[src/smpm_map.svh]
// Register map, field positions, reset values and timing counts of the supply monitor.
// Assumes a 100 MHz clock and word-aligned APB access (byte address = index * 4).
`ifndef SMPM_MAP_SVH
`define SMPM_MAP_SVH

// Register indices; byte address is four times the index
`define SMPM_IDX_CTRL_STATUS 8'h3A
`define SMPM_IDX_THRESH_SEL 8'h3E
`define SMPM_IDX_MODE_CTRL 8'h40

// Control/status fields
`define SMPM_CS_IRQ_EN_BIT 0
`define SMPM_CS_WARN_BIT 1
`define SMPM_CS_UV_BIT 2
`define SMPM_CS_TRIM_LSB 5
`define SMPM_CS_TRIM_MSB 6
`define SMPM_CS_TRIM_RST 2'h3

// Threshold-select fields
`define SMPM_TH_FIELD_MSB 1
`define SMPM_TH_CLKSEL_LSB 5
`define SMPM_TH_FIELD_RST 2'h3
`define SMPM_TH_CLKSEL_RST 3'h0

// Mode-control fields
`define SMPM_MC_SLOW_BIT 0
`define SMPM_MC_MODE_LSB 2
`define SMPM_MC_MODE_MSB 4
`define SMPM_MC_MASK_BIT 7

// Timing
`define SMPM_CLK_PERIOD_NS 10
`define SMPM_DIP_TIME_NS 33000
`define SMPM_DIP_CYCLES ((`SMPM_DIP_TIME_NS + `SMPM_CLK_PERIOD_NS - 1) / `SMPM_CLK_PERIOD_NS)
`define SMPM_SLOW_DIV 32

`endif

[src/smpm_pkg.sv]
// Types shared by the supply monitor and power-mode logic.
// Assumes the constants of smpm_map.svh are included where numbers are needed.
package smpm_pkg;

  // Operating mode of the core
  typedef enum logic [2:0] {
    SMPM_RUN,
    SMPM_SLOW,
    SMPM_WAIT,
    SMPM_SLOW_WAIT,
    SMPM_HALT
  } smpm_mode_t;

  // Events from the CPU core, all one-cycle pulses on clk
  typedef struct packed {
    logic wait_exec;   // Wait-for-interrupt instruction executed
    logic halt_exec;   // Halt instruction executed
    logic isr_enter;   // CPU enters the supply-warning service routine
    logic mask_set;    // Global interrupt mask set (interrupt entry)
    logic mask_clear;  // Unmask instruction executed
    logic other_wake;  // Any other enabled interrupt or wake source
  } smpm_cpu_evt_t;

  // Asynchronous analog and configuration levels
  typedef struct packed {
    logic warn_cmp;      // Supply-warning comparator, 1 = below threshold
    logic uv_cmp;        // Undervoltage comparator, 1 = below threshold
    logic uv_det_en;     // Undervoltage detector enabled by option
    logic ext_clk_sel;   // External clock input selected
    logic ext_clk_fast;  // External clock above 10 MHz
  } smpm_analog_t;

endpackage

[src/smpm_top.sv]
// Supply monitor, undervoltage reset cause and power-mode sequencer with an APB slave.
// Assumes analog inputs are asynchronous, CPU events are single-cycle pulses on clk,
// and por_b is released only at power-on, not by external or watchdog resets.
//
// Behaviour
// - Warning flag reads comparator live; writes ignored.
// - Warning flag set/cleared by hardware only.
// - Both warning transitions raise an interrupt.
// - Two-bit field selects the warning threshold.
// - Interrupt needs enable bit and clear mask.
// - Pending warning cleared on service routine entry.
// - Wait keeps monitor running; warning wakes it.
// - Halt freezes status; warning cannot wake.
// - Undervoltage flag set by hardware, read clears.
// - Other resets leave undervoltage flag untouched.
// - Undervoltage flag undefined with detector disabled.
// - Short dips may not set undervoltage flag.
// - External clock: no flag in halt; needs fast.
// - Reserved, warning, enable read zero after reset.
// - Reset starts in Run with full clock.
// - Slow select divides clock by thirty-two.
// - Wait from Slow gives Slow-wait mode.
// - Wait stops CPU, peripherals keep running.
// - Wait entry clears the global interrupt mask.
// - Wait lasts until interrupt or reset.
`timescale 1ns/1ps
`include "smpm_map.svh"
module smpm_top #(
  parameter int SLOW_DIV = `SMPM_SLOW_DIV,
  parameter int DIP_CYCLES = `SMPM_DIP_CYCLES
) (
  input wire logic clk,
  input wire logic rst_b,
  input wire logic por_b,
  input wire logic psel,
  input wire logic penable,
  input wire logic pwrite,
  input wire logic [11:0] paddr,
  input wire logic [31:0] pwdata,
  output logic [31:0] prdata,
  output logic pready,
  output logic pslverr,
  input wire smpm_pkg::smpm_cpu_evt_t cpu_evt,
  input wire smpm_pkg::smpm_analog_t analog_in,
  output logic [1:0] warn_threshold_field,
  output logic [1:0] osc_trim_low_bits,
  output logic irq_req,
  output logic irq_mask,
  output logic cpu_clk_tick,
  output logic periph_clk_tick,
  output logic wake_pulse,
  output smpm_pkg::smpm_mode_t power_mode
);
  import smpm_pkg::*;

  initial begin
    if (SLOW_DIV != 32) $error("smpm_top: only a divide-by-32 slow mode is supported");
    if (DIP_CYCLES < 1 || DIP_CYCLES > 65535) $error("smpm_top: DIP_CYCLES out of range");
  end

  smpm_analog_t an_s;  // Synchronised analog levels
  logic slow_tick;  // Slow-mode divider tick

  // Comparator and option levels pass two flops before use
  smpm_sync #(.WIDTH($bits(smpm_analog_t))) u_sync (
    .clk(clk),
    .rst_b(por_b),  // Power-on only, so a dip is still tracked while the system reset is held
    .d(analog_in),
    .q(an_s)
  );

  // One tick every 32 oscillator cycles for slow mode
  smpm_tick_div #(.RATIO(SLOW_DIV)) u_div (
    .clk(clk),
    .rst_b(rst_b),
    .tick(slow_tick)
  );

  // Match of a byte address's word index against a register index
  function automatic logic hit(input logic [11:0] a, input logic [7:0] idx);
    hit = (a[11:2] == {2'b00, idx});
  endfunction

  // APB slave state
  logic [31:0] prdata_nxt;
  logic pready_nxt;
  logic pslverr_nxt;
  logic acc_done;     // Transfer completes at this edge
  logic wr_cs;        // Write to control/status
  logic wr_th;        // Write to threshold select
  logic wr_mc;        // Write to mode control
  logic rd_cs;        // Read of control/status
  logic mapped;       // Address maps to a register
  // Register state
  logic irq_en_r, irq_en_nxt;              // Warning interrupt enable
  logic warn_flag_r, warn_flag_nxt;        // Displayed warning flag
  logic [1:0] trim_r, trim_nxt;            // Low oscillator trim bits
  logic [1:0] th_field_r, th_field_nxt;    // Warning threshold field
  logic [2:0] th_clk_r, th_clk_nxt;        // Clock-select storage bits
  logic slow_sel_r, slow_sel_nxt;          // Slow-mode select bit
  logic pend_r, pend_nxt;                  // Pending warning interrupt
  // Power-on domain state
  logic uv_flag_r, uv_flag_nxt;            // Undervoltage reset flag
  logic [15:0] dip_cnt_r, dip_cnt_nxt;     // Length of current dip
  logic dip_halt_r, dip_halt_nxt;          // Dip began while in Halt
  logic uv_prev_r, uv_prev_nxt;            // Last synchronised uv level
  // Mode state
  smpm_mode_t mode_r, mode_nxt;
  logic mask_r, mask_nxt;
  logic irq_r, irq_nxt;
  logic cpu_tick_r, cpu_tick_nxt;
  logic per_tick_r, per_tick_nxt;
  logic wake_r, wake_nxt;
  logic in_halt;
  logic warn_event;

  assign in_halt = (mode_r == SMPM_HALT);

  // Bus decode; a transfer completes on the edge where pready is high
  always_comb begin
    acc_done = psel && penable && pready;
    mapped = hit(paddr, `SMPM_IDX_CTRL_STATUS) || hit(paddr, `SMPM_IDX_THRESH_SEL) || hit(paddr, `SMPM_IDX_MODE_CTRL);
    wr_cs = acc_done && pwrite && hit(paddr, `SMPM_IDX_CTRL_STATUS);
    wr_th = acc_done && pwrite && hit(paddr, `SMPM_IDX_THRESH_SEL);
    wr_mc = acc_done && pwrite && hit(paddr, `SMPM_IDX_MODE_CTRL);
    rd_cs = acc_done && !pwrite && hit(paddr, `SMPM_IDX_CTRL_STATUS);
  end

  // One wait state: pready rises for the second access cycle, read data with it
  always_comb begin
    pready_nxt = psel && penable && !pready;
    pslverr_nxt = psel && penable && !pready && !mapped;
    prdata_nxt = 32'h0000_0000;
    if (psel && penable && !pready && !pwrite) begin
      if (hit(paddr, `SMPM_IDX_CTRL_STATUS)) begin
        // Reserved bits 7 and 4:3 always read zero
        prdata_nxt[`SMPM_CS_TRIM_MSB:`SMPM_CS_TRIM_LSB] = trim_r;
        prdata_nxt[`SMPM_CS_UV_BIT] = uv_flag_r;
        prdata_nxt[`SMPM_CS_WARN_BIT] = warn_flag_r;
        prdata_nxt[`SMPM_CS_IRQ_EN_BIT] = irq_en_r;
      end else if (hit(paddr, `SMPM_IDX_THRESH_SEL)) begin
        prdata_nxt[7:`SMPM_TH_CLKSEL_LSB] = th_clk_r;
        prdata_nxt[`SMPM_TH_FIELD_MSB:0] = th_field_r;
      end else if (hit(paddr, `SMPM_IDX_MODE_CTRL)) begin
        prdata_nxt[`SMPM_MC_SLOW_BIT] = slow_sel_r;
        prdata_nxt[`SMPM_MC_MODE_MSB:`SMPM_MC_MODE_LSB] = mode_r;
        prdata_nxt[`SMPM_MC_MASK_BIT] = mask_r;
      end
    end
  end

  // Bus answer flops
  always_ff @(posedge clk or negedge rst_b) begin
    if (!rst_b) begin
      pready <= 1'b0;
      pslverr <= 1'b0;
      prdata <= 32'h0000_0000;
    end else begin
      pready <= pready_nxt;
      pslverr <= pslverr_nxt;
      prdata <= prdata_nxt;
    end
  end

  // Software-visible control registers and the warning flag
  always_comb begin
    irq_en_nxt = irq_en_r;
    trim_nxt = trim_r;
    th_field_nxt = th_field_r;
    th_clk_nxt = th_clk_r;
    slow_sel_nxt = slow_sel_r;
    // Flag follows the synchronised comparator, hardware only
    // and is held frozen while halted
    warn_flag_nxt = in_halt ? warn_flag_r : an_s.warn_cmp;
    if (wr_cs && !in_halt) begin
      // The warning flag bit of the write data is dropped
      irq_en_nxt = pwdata[`SMPM_CS_IRQ_EN_BIT];
      trim_nxt = pwdata[`SMPM_CS_TRIM_MSB:`SMPM_CS_TRIM_LSB];
    end
    if (wr_th) begin
      th_field_nxt = pwdata[`SMPM_TH_FIELD_MSB:0];
      th_clk_nxt = pwdata[7:`SMPM_TH_CLKSEL_LSB];
    end
    if (wr_mc) begin
      slow_sel_nxt = pwdata[`SMPM_MC_SLOW_BIT];
    end
  end

  // Control registers; enable and flag clear at reset
  always_ff @(posedge clk or negedge rst_b) begin
    if (!rst_b) begin
      irq_en_r <= 1'b0;
      warn_flag_r <= 1'b0;
      trim_r <= `SMPM_CS_TRIM_RST;
      th_field_r <= `SMPM_TH_FIELD_RST;
      th_clk_r <= `SMPM_TH_CLKSEL_RST;
      slow_sel_r <= 1'b0;
    end else begin
      irq_en_r <= irq_en_nxt;
      warn_flag_r <= warn_flag_nxt;
      trim_r <= trim_nxt;
      th_field_r <= th_field_nxt;
      th_clk_r <= th_clk_nxt;
      slow_sel_r <= slow_sel_nxt;
    end
  end

  // Pending interrupt: either flag transition counts as an event
  always_comb begin
    warn_event = (warn_flag_nxt != warn_flag_r) && irq_en_r;
    // Routine entry clears it with no write; a new event wins over that clear; disabling drops it
    pend_nxt = irq_en_r && (warn_event || (pend_r && !cpu_evt.isr_enter));
  end

  // Pending flop
  always_ff @(posedge clk or negedge rst_b) begin
    if (!rst_b) begin
      pend_r <= 1'b0;
    end else begin
      pend_r <= pend_nxt;
    end
  end

  // Undervoltage flag, held only by power-on reset
  always_comb begin
    uv_prev_nxt = an_s.uv_cmp;
    dip_cnt_nxt = dip_cnt_r;
    dip_halt_nxt = dip_halt_r;
    uv_flag_nxt = uv_flag_r;
    if (an_s.uv_cmp && !uv_prev_r) begin
      // Dip starts: remember whether the core was halted
      dip_cnt_nxt = 16'h0001;
      dip_halt_nxt = in_halt;
    end else if (an_s.uv_cmp && dip_cnt_r != 16'hFFFF) begin
      dip_cnt_nxt = dip_cnt_r + 16'h0001;
    end
    if (rd_cs) begin
      uv_flag_nxt = 1'b0;  // Cleared by reading control/status
    end
    // Flag set at the end of a qualifying dip; set wins over the read clear
    if (!an_s.uv_cmp && uv_prev_r && an_s.uv_det_en) begin
      if (!an_s.ext_clk_sel) begin
        // Internal clock: dips shorter than the wake time are lost
        if (dip_cnt_r >= 16'(DIP_CYCLES)) begin
          uv_flag_nxt = 1'b1;
        end
      end else if (!dip_halt_r && an_s.ext_clk_fast) begin
        uv_flag_nxt = 1'b1;  // External clock: never from Halt, needs fast clock
      end
    end
  end

  // Power-on domain flops
  always_ff @(posedge clk or negedge por_b) begin
    if (!por_b) begin
      uv_flag_r <= 1'b0;
      dip_cnt_r <= 16'h0000;
      dip_halt_r <= 1'b0;
      uv_prev_r <= 1'b0;
    end else begin
      uv_flag_r <= uv_flag_nxt;
      dip_cnt_r <= dip_cnt_nxt;
      dip_halt_r <= dip_halt_nxt;
      uv_prev_r <= uv_prev_nxt;
    end
  end

  // Power modes, interrupt mask and clock ticks
  always_comb begin
    mode_nxt = mode_r;
    mask_nxt = mask_r;
    wake_nxt = 1'b0;
    if (cpu_evt.mask_set) begin
      mask_nxt = 1'b1;
    end
    if (cpu_evt.mask_clear) begin
      mask_nxt = 1'b0;
    end
    case (mode_r)
      SMPM_RUN, SMPM_SLOW: begin
        if (cpu_evt.wait_exec) begin
          // Wait entered from Slow gives slow-wait mask cleared on entry
          mode_nxt = (mode_r == SMPM_SLOW) ? SMPM_SLOW_WAIT : SMPM_WAIT;
          mask_nxt = 1'b0;
        end else if (cpu_evt.halt_exec) begin
          mode_nxt = SMPM_HALT;
          mask_nxt = 1'b0;
        end else begin
          mode_nxt = slow_sel_r ? SMPM_SLOW : SMPM_RUN;
        end
      end
      SMPM_WAIT, SMPM_SLOW_WAIT: begin
        // Stay until an interrupt; warning interrupt wakes
        if ((pend_r && irq_en_r) || cpu_evt.other_wake) begin
          mode_nxt = slow_sel_r ? SMPM_SLOW : SMPM_RUN;
          wake_nxt = 1'b1;
        end
      end
      SMPM_HALT: begin
        // Only other sources end Halt; the warning never does
        if (cpu_evt.other_wake) begin
          mode_nxt = slow_sel_r ? SMPM_SLOW : SMPM_RUN;
          wake_nxt = 1'b1;
        end
      end
      default: begin
        mode_nxt = SMPM_RUN;
      end
    endcase
    // Request needs pending, enable and clear mask
    irq_nxt = pend_nxt && irq_en_nxt && !mask_nxt && (mode_nxt != SMPM_HALT);
    // CPU clock stops in wait peripherals keep running in wait
    case (mode_nxt)
      SMPM_RUN: begin
        cpu_tick_nxt = 1'b1;
        per_tick_nxt = 1'b1;
      end
      SMPM_SLOW: begin
        cpu_tick_nxt = slow_tick;
        per_tick_nxt = slow_tick;
      end
      SMPM_WAIT: begin
        cpu_tick_nxt = 1'b0;
        per_tick_nxt = 1'b1;
      end
      SMPM_SLOW_WAIT: begin
        cpu_tick_nxt = 1'b0;
        per_tick_nxt = slow_tick;
      end
      default: begin
        cpu_tick_nxt = 1'b0;
        per_tick_nxt = 1'b0;
      end
    endcase
  end

  // Mode flops; reset always lands in Run with mask set
  always_ff @(posedge clk or negedge rst_b) begin
    if (!rst_b) begin
      mode_r <= SMPM_RUN;
      mask_r <= 1'b1;
      irq_r <= 1'b0;
      cpu_tick_r <= 1'b0;
      per_tick_r <= 1'b0;
      wake_r <= 1'b0;
    end else begin
      mode_r <= mode_nxt;
      mask_r <= mask_nxt;
      irq_r <= irq_nxt;
      cpu_tick_r <= cpu_tick_nxt;
      per_tick_r <= per_tick_nxt;
      wake_r <= wake_nxt;
    end
  end

  // Outputs, all taken from flops
  assign warn_threshold_field = th_field_r;
  assign osc_trim_low_bits = trim_r;
  assign irq_req = irq_r;
  assign irq_mask = mask_r;
  assign cpu_clk_tick = cpu_tick_r;
  assign periph_clk_tick = per_tick_r;
  assign wake_pulse = wake_r;
  assign power_mode = mode_r;

endmodule

[src/smpm_sync.sv]
// Two-flop synchroniser for a bundle of asynchronous levels.
// Assumes each bit is an independent slow level.
`timescale 1ns/1ps
module smpm_sync #(
  parameter int WIDTH = 1
) (
  input wire logic clk,
  input wire logic rst_b,
  input wire logic [WIDTH-1:0] d,
  output logic [WIDTH-1:0] q
);

  logic [WIDTH-1:0] meta_r;  // First stage, read only by the second
  logic [WIDTH-1:0] q_nxt;

  initial begin
    if (WIDTH < 1) $error("smpm_sync: WIDTH must be at least 1");
  end

  // Second stage simply takes the first
  always_comb begin
    q_nxt = meta_r;
  end

  // Both stages
  always_ff @(posedge clk or negedge rst_b) begin
    if (!rst_b) begin
      meta_r <= '0;
      q <= '0;
    end else begin
      meta_r <= d;
      q <= q_nxt;
    end
  end

endmodule

[src/smpm_tick_div.sv]
// Divider that raises a one-cycle tick every RATIO clocks.
// Assumes RATIO is a power of two, as the slow-mode divider is.
`timescale 1ns/1ps
module smpm_tick_div #(
  parameter int RATIO = 32
) (
  input wire logic clk,
  input wire logic rst_b,
  output logic tick
);

  localparam int W = (RATIO > 1) ? $clog2(RATIO) : 1;
  logic [W-1:0] cnt_r;  // Free-running count
  logic [W-1:0] cnt_nxt;
  logic tick_nxt;

  initial begin
    if (RATIO < 2 || (RATIO & (RATIO - 1)) != 0) $error("smpm_tick_div: RATIO must be a power of two >= 2");
  end

  // Wrap naturally; tick when the count is at its top
  always_comb begin
    cnt_nxt = cnt_r + W'(1);
    tick_nxt = (cnt_r == W'(RATIO - 1));
  end

  // Counter and tick flop
  always_ff @(posedge clk or negedge rst_b) begin
    if (!rst_b) begin
      cnt_r <= '0;
      tick <= 1'b0;
    end else begin
      cnt_r <= cnt_nxt;
      tick <= tick_nxt;
    end
  end

endmodule

[config.mk]
export PLATFORM = sky130hd
export DESIGN_NAME = smpm_top
export DESIGN_NICKNAME = d
export VERILOG_FILES = /design/src/smpm_pkg.sv /design/src/smpm_top.sv /design/src/smpm_sync.sv /design/src/smpm_tick_div.sv
export VERILOG_INCLUDE_DIRS = /design/src /design/src/src
export SDC_FILE = /design/constraint.sdc
export NUM_CORES = 1
export LEC_CHECK = 0
export ABC_AREA = 0
export CAP_MARGIN = 10
export CORE_MARGIN = 2
export CORE_UTILIZATION = 39
export CTS_BUF_LIST = sky130_fd_sc_hd__clkbuf_4 sky130_fd_sc_hd__clkbuf_8 sky130_fd_sc_hd__clkbuf_16
export DETAILED_ROUTE_END_ITERATION = 6
export DONT_BUFFER_PORTS = 1
export PLACE_DENSITY = 0.62
export REMOVE_ABC_BUFFERS = 1
export SYNTH_ARGS = -nofsm -noshare
export SYNTH_HDL_FRONTEND = slang
export SYNTH_SLANG_ARGS = --single-unit
[constraint.sdc]
create_clock -name clk -period 1.75 [get_ports clk]
set_input_delay 0.2625 -clock clk [delete_from_list [all_inputs] [get_ports clk]]
set_output_delay 0.2625 -clock clk [all_outputs]
set_load 0.005 [all_outputs]
Word level (Yosys, flattened, before mapping)
Cells that the tools add are included.
- $add $sub $neg: 2
- $lt $le $gt $ge: 1
- equality and inequality tests: 14
- mux-type cells: 39
- reduce and logical (&&, ||, !) cells: 44
- operators by type and width (cell ; count):
    16-bit 2-to-1 mux ; 2
    1-bit logical AND ; 24
    1-bit 2-to-1 mux ; 22
    3-bit 2-to-1 mux ; 7
    10-bit by 6-bit == test with 1-bit output, second input constant ; 2
    16-bit by 1-bit adder with 16-bit output, second input constant ; 1
    16-bit by 12-bit >= comparator with 1-bit output, second input constant ; 1
    16-bit != test, second input constant ; 1
    3-bit by 2-bit == test with 1-bit output, second input constant ; 4
    10-bit by 7-bit == test with 1-bit output, second input constant ; 1
    1-bit zero test ; 9
    3-bit one-hot mux with 3 select lines ; 1
    8-bit 2-to-1 mux ; 1
    2-bit OR reduction ; 4
    3-bit by 1-bit == test with 1-bit output, second input constant ; 2
    3-bit zero test ; 2
    2-bit 2-to-1 mux ; 3
    1-bit one-hot mux with 2 select lines ; 3
    5-bit by 1-bit adder with 5-bit output, second input constant ; 1
    5-bit == test, second input constant ; 1
    1-bit logical OR ; 4
    3-bit == test, second input constant ; 1
    3-bit != test, second input constant ; 1
    2-bit nonzero test ; 1
    1-bit != test ; 1
- register bits: 64
- output and inout port bits: 46
- word-level logic and storage cells: 124

Longest topological paths before layout
- depth in word-level cells: 9
- gate-level depth with buffers: 6

Modules after synthesis
Synthesis repeated with hierarchy kept, for this count alone.
- cells, all modules: 276
- area total of the unflattened synthesis: 3060.4 µm²
- by module, submodules not included (module ; instances ; cells each ; area each (µm²)):
    smpm_top ; 1 ; 253 ; 2601.2
    smpm_sync ; 1 ; 10 ; 250.2
    smpm_tick_div ; 1 ; 13 ; 209.0

Least setup slack after synthesis
Ideal clock, no wire load.
- path type: input to register
- start point: input port paddr[11]
- end point: register irq_en_r
- setup time: 0.125 ns
- arrival: 1.641 ns
- setup slack: -0.016 ns
- cell stages on the path: 4
- cells stage by stage: nor4_1 > nand3_1 > nor4b_1 > mux2_2
- longest elaborated chain between the ends: 4
- ends and longest elaborated chain (element ; line ; source):
    from (decl) ; smpm_top.sv:38 ; input wire logic [11:0] paddr,
    10-bit by 6-bit == test with 1-bit output ; smpm_top.sv:81 ; hit = (a[11:2] == {2'b00, idx});
    1-bit logical AND ; smpm_top.sv:123 ; wr_cs = acc_done && pwrite && hit(paddr, `SMPM_IDX_CTRL_STATUS);
    1-bit logical AND ; smpm_top.sv:175 ; if (wr_cs && !in_halt) begin
    1-bit 2-to-1 mux ; smpm_top.sv:175 ;
    named net irq_en_nxt ; smpm_top.sv:95 ; logic irq_en_r, irq_en_nxt;
    to (signal assigned) ; smpm_top.sv:199 ; irq_en_r <= irq_en_nxt;
    to (decl) ; smpm_top.sv:95 ;
The timed path passes the listed nets, and every way through them passes these cells.
A chain may end at the register's enable or synchronous reset.

Worst setup path after layout
- start point: register dip_cnt_r[3]
- end point: register dip_cnt_r[13]
- longest elaborated chain between the ends: 3
- elaborated cells on any way between the ends: 6
- those cells by class: add/sub: 1; eq/ne: 1; mux: 2; reduce/logical: 2
- ends and longest elaborated chain (element ; line ; source):
    from (decl) ; smpm_top.sv:104 ; logic [15:0] dip_cnt_r, dip_cnt_nxt;
    from (signal assigned) ; smpm_top.sv:262 ; dip_cnt_r <= dip_cnt_nxt;
    16-bit by 1-bit adder with 16-bit output or 16-bit != test (tied branches) ; smpm_top.sv:235, smpm_top.sv:234 ;
    16-bit 2-to-1 mux or 1-bit logical AND (tied branches) ; smpm_top.sv:234 ; end else if (an_s.uv_cmp && dip_cnt_r != 16'hFFFF) begin
    16-bit 2-to-1 mux or 2-bit nonzero test (tied branches) ; n/a ;
Parallel ways exist; a longest one is shown, timed or not. The select of a mux whose other input is x is not followed.

==> impl_results.md <==
* Status: completed
* I/O Buffers at 0
* R2R Path End: dip_cnt_r[13]
* First-pass GRT wire length at 9.91 mm
* Critical Path End Type: flop
* Layout cells sized above 1 at 22.0%
* FF-to-FF Start: dip_cnt_r[3]
* Full die area at 0.00830 mm^2
* Wire length per cell at 14.0 um
* Area after DPL at 0.00317 mm^2
* Main synth FF type: dfrtp_1
* Layout Nets at 382
* CP max FO at 5
* Synth top area cells: dfrtp_1, buf_4, dfstp_2, mux2_2, mux2i_1
* Max-cap viol count at 0
* I/O pin count at 107
* CTS tree: done
* EDFF count, synth at 0
* Post-synth top area cell: dfrtp_1
* CP Launch Point: dip_cnt_r[3]
* Post-route cell area at 0.00356 mm^2
* CTS Sinks at 64
* H-tree levels at 3
* Die H at 91.1 um
* Async SR Flop Fraction at 100%
* Crit Path Class: reg2reg
* Met2 Usage GRT at 23.6%
* Syn Inst Count at 272
* Final std cells w/o fill at 421
* Reg2Reg Setup Slack at 0.05 ns
* Post-synth top area share at 49.9%
* Synthesized area at 0.00296 mm^2
* Min Tclk post-route at 1.70 ns
* ANT cells at 0
* CTS max path bufs at 2
* Largest net degree at the start of global routing at 36
* Syn_area_per_cell at 10.9 um^2
* Fmax at 587 MHz
* Initial Util at 40.6%
* Final RePlAce weighted congestion at 0.851
* 1st-iter DRT viols at 92
* Clk slew on worst S/H paths at 0.08 ns
* Vias in the first global route at 2082
* Slew @ Worst Pin at 0.625 ns
* Final hold vios at 0
* Floorplan row count at 31
* DP Cell Count at 393
* Hpwl dp at 4.28 mm
* Hold Path Origin: pwdata[1]
* Max VDD drop at 0.685 mV
* Ys Warns at 0
* Area of the core at 0.00729 mm^2
* Most frequent cells in the layout: dfrtp_1, buf_4, conb_1
* Initial antenna violation count at 0
* CP startpoint kind: flop
* Die width at 91.1 um
* Gr ovfl total at 0
* Grt met3 use at 5.64%
* Final Setup Violations at 0
* Distinct cells, synth at 48
* DR vias at 2122
* Tcrit/Tclk final at 97.3%
* Root buffer cell: clkbuf_8
* PnR worst setup slack at 0.0464 ns
* DRT Pass-1 Iters at 4
* Unrepaired setup endpoints after global routing: yes
* Critical path arrival at 1.98 ns
* Vias per std cell at 5.04
* Worst Hold End: warn_threshold_field[1]
* #FFs+latches synth at 64
* Slew Viols, Final at 0
* Gr busiest metal: met2
* Pre-CTS setup slack at 0.0366 ns
* PwrDens at 933 mW/mm^2
* Area growth from synthesis to layout at 20.4%
* Pleak at 1.62 nW
* CTS Buf Count at 9
* Layout Skew at 0.00731 ns
* Residual DRC count at 0
* Clock latency on the worst-skew pair at 0.34 ns
* Seq/Total Area, Yosys at 54.4%
* Hold Path Class: in2reg
* GRT met1 Usage at 18.9%
* Relative slew slack at 58.3%
* Most common cell after layout, fill and taps aside: dfrtp_1
* Detailed Route WL at 5.92 mm
* Reg2reg path depth at 4
* WHS at 0.0696 ns
* Total track usage at 15.1%
* ANT nets after route at 0
* Hold path cells at 1
* Worst EP required at 2.02 ns
==> per-layer routing <==
| metal | vias to the layer above | wire (um) |
|---|---|---|
| met4 | 0 | 52 |
| met3 | 5 | 468 |
| met5 | - | 0 |
| met1 | 1018 | 2590 |
| li1 | 1029 | - |
| met2 | 70 | 2800 |
==> how the worst max path moves through the flow <==
| stage | endpoint | cells after the start |
|---|---|---|
| detailed placement | irq_en_r | 6 |
| floorplan | dip_cnt_r[15] | 4 |
| global route | dip_cnt_r[13] | 4 |
| finish | dip_cnt_r[13] | 4 |
| global placement | irq_en_r | 6 |
| CTS | dip_cnt_r[15] | 4 |
==> final cells by class <==
type / count / area, um^2
Clock buffer: 9 / 124
Clock inverter: 7 / 103
Fill cell: 682 / 3730
Inverter: 13 / 48.8
Multi-Input combinational cell: 190 / 1220
Sequential cell: 64 / 1610
Tap cell: 99 / 124
Timing Repair Buffer: 39 / 338
==> logic make-up (layout without fill, tap and decap cells) <==
| kind of cell | after synthesis | count (layout) | synth area share (%) |
|---|---|---|---|
| AO/OA/AOI/OAI | 44 | 44 | 9.94 |
| XOR/XNOR | 3 | 3 | 0.888 |
| adder cells (fa/ha/maj) | 4 | 4 | 1.69 |
| buffers and inverters | 41 | 68 | 8.42 |
| flip-flops | 64 | 64 | 54.4 |
| multiplexers | 16 | 16 | 5.80 |
| other | 1 | 24 | 0.127 |
| AND/OR/NAND/NOR | 99 | 99 | 18.8 |
==> per-stage QoR <==
stage	total power, W	util [%]	TNS (ns)
6_report	0.00332	48.9	0
5_1_grt	0.00348	48.9	-0.0384
4_1_cts	0.00337	48.2	0
3_5_place_dp	0.00187	43.5	0
3_3_place_gp	0.00186	43.5	0
2_1_floorplan	0.00177	-	-0.227
==> cells in the mapped netlist, types with 3 or more instances <==
master and n:
dfrtp_1 59, buf_4 25, nand2_1 17, nor2_1 17, a21oi_1 13, inv_1 13
nand3_1 11, mux2_2 9, o21ai_0 9, or3_1 9, nor3_1 8, mux2i_1 7
or4_1 6, dfstp_2 5, and3_1 4, ha_1 4, nor2b_1 4, nor4_1 4
a311oi_1 3, nand4_1 3, nor3b_1 3, o31ai_1 3, o41ai_1 3
==> sequential cells by signal, indices dropped and copies added (netlist names), 2 cells and up <==
| signal | flops |
|---|---|
| u_sync.meta_r | 5 |
| osc_trim_low_bits | 2 |
| u_div.cnt_r | 5 |
| u_sync.q | 5 |
| dip_cnt_r | 16 |
| power_mode | 3 |
| th_clk_r | 3 |
| warn_threshold_field | 2 |
| prdata | 8 |
==> power breakdown <==
group / leakage [nW] / internal [W] / switching (W)
registers: 0.812 / 0.00155 / 0.0000432
logic: 0.693 / 0.000133 / 0.000175
clock network: 0.110 / 0.000816 / 0.000609
==> repair_timing <==
item,in CTS,in global routing
endpoints found under the hold margin,70,0
setup buffers,0,2
endpoints found under the setup margin,0,7
hold buffers,10,0
gates resized for setup,0,9
==> worst max-delay path, stage by stage (launching register included) <==
cell     delay [ns]
dfrtp_1        0.36
nand4_2        0.14
or4_4          0.57
or4_4          0.43
a21oi_2        0.14
Power figures use the tool's default switching activity.
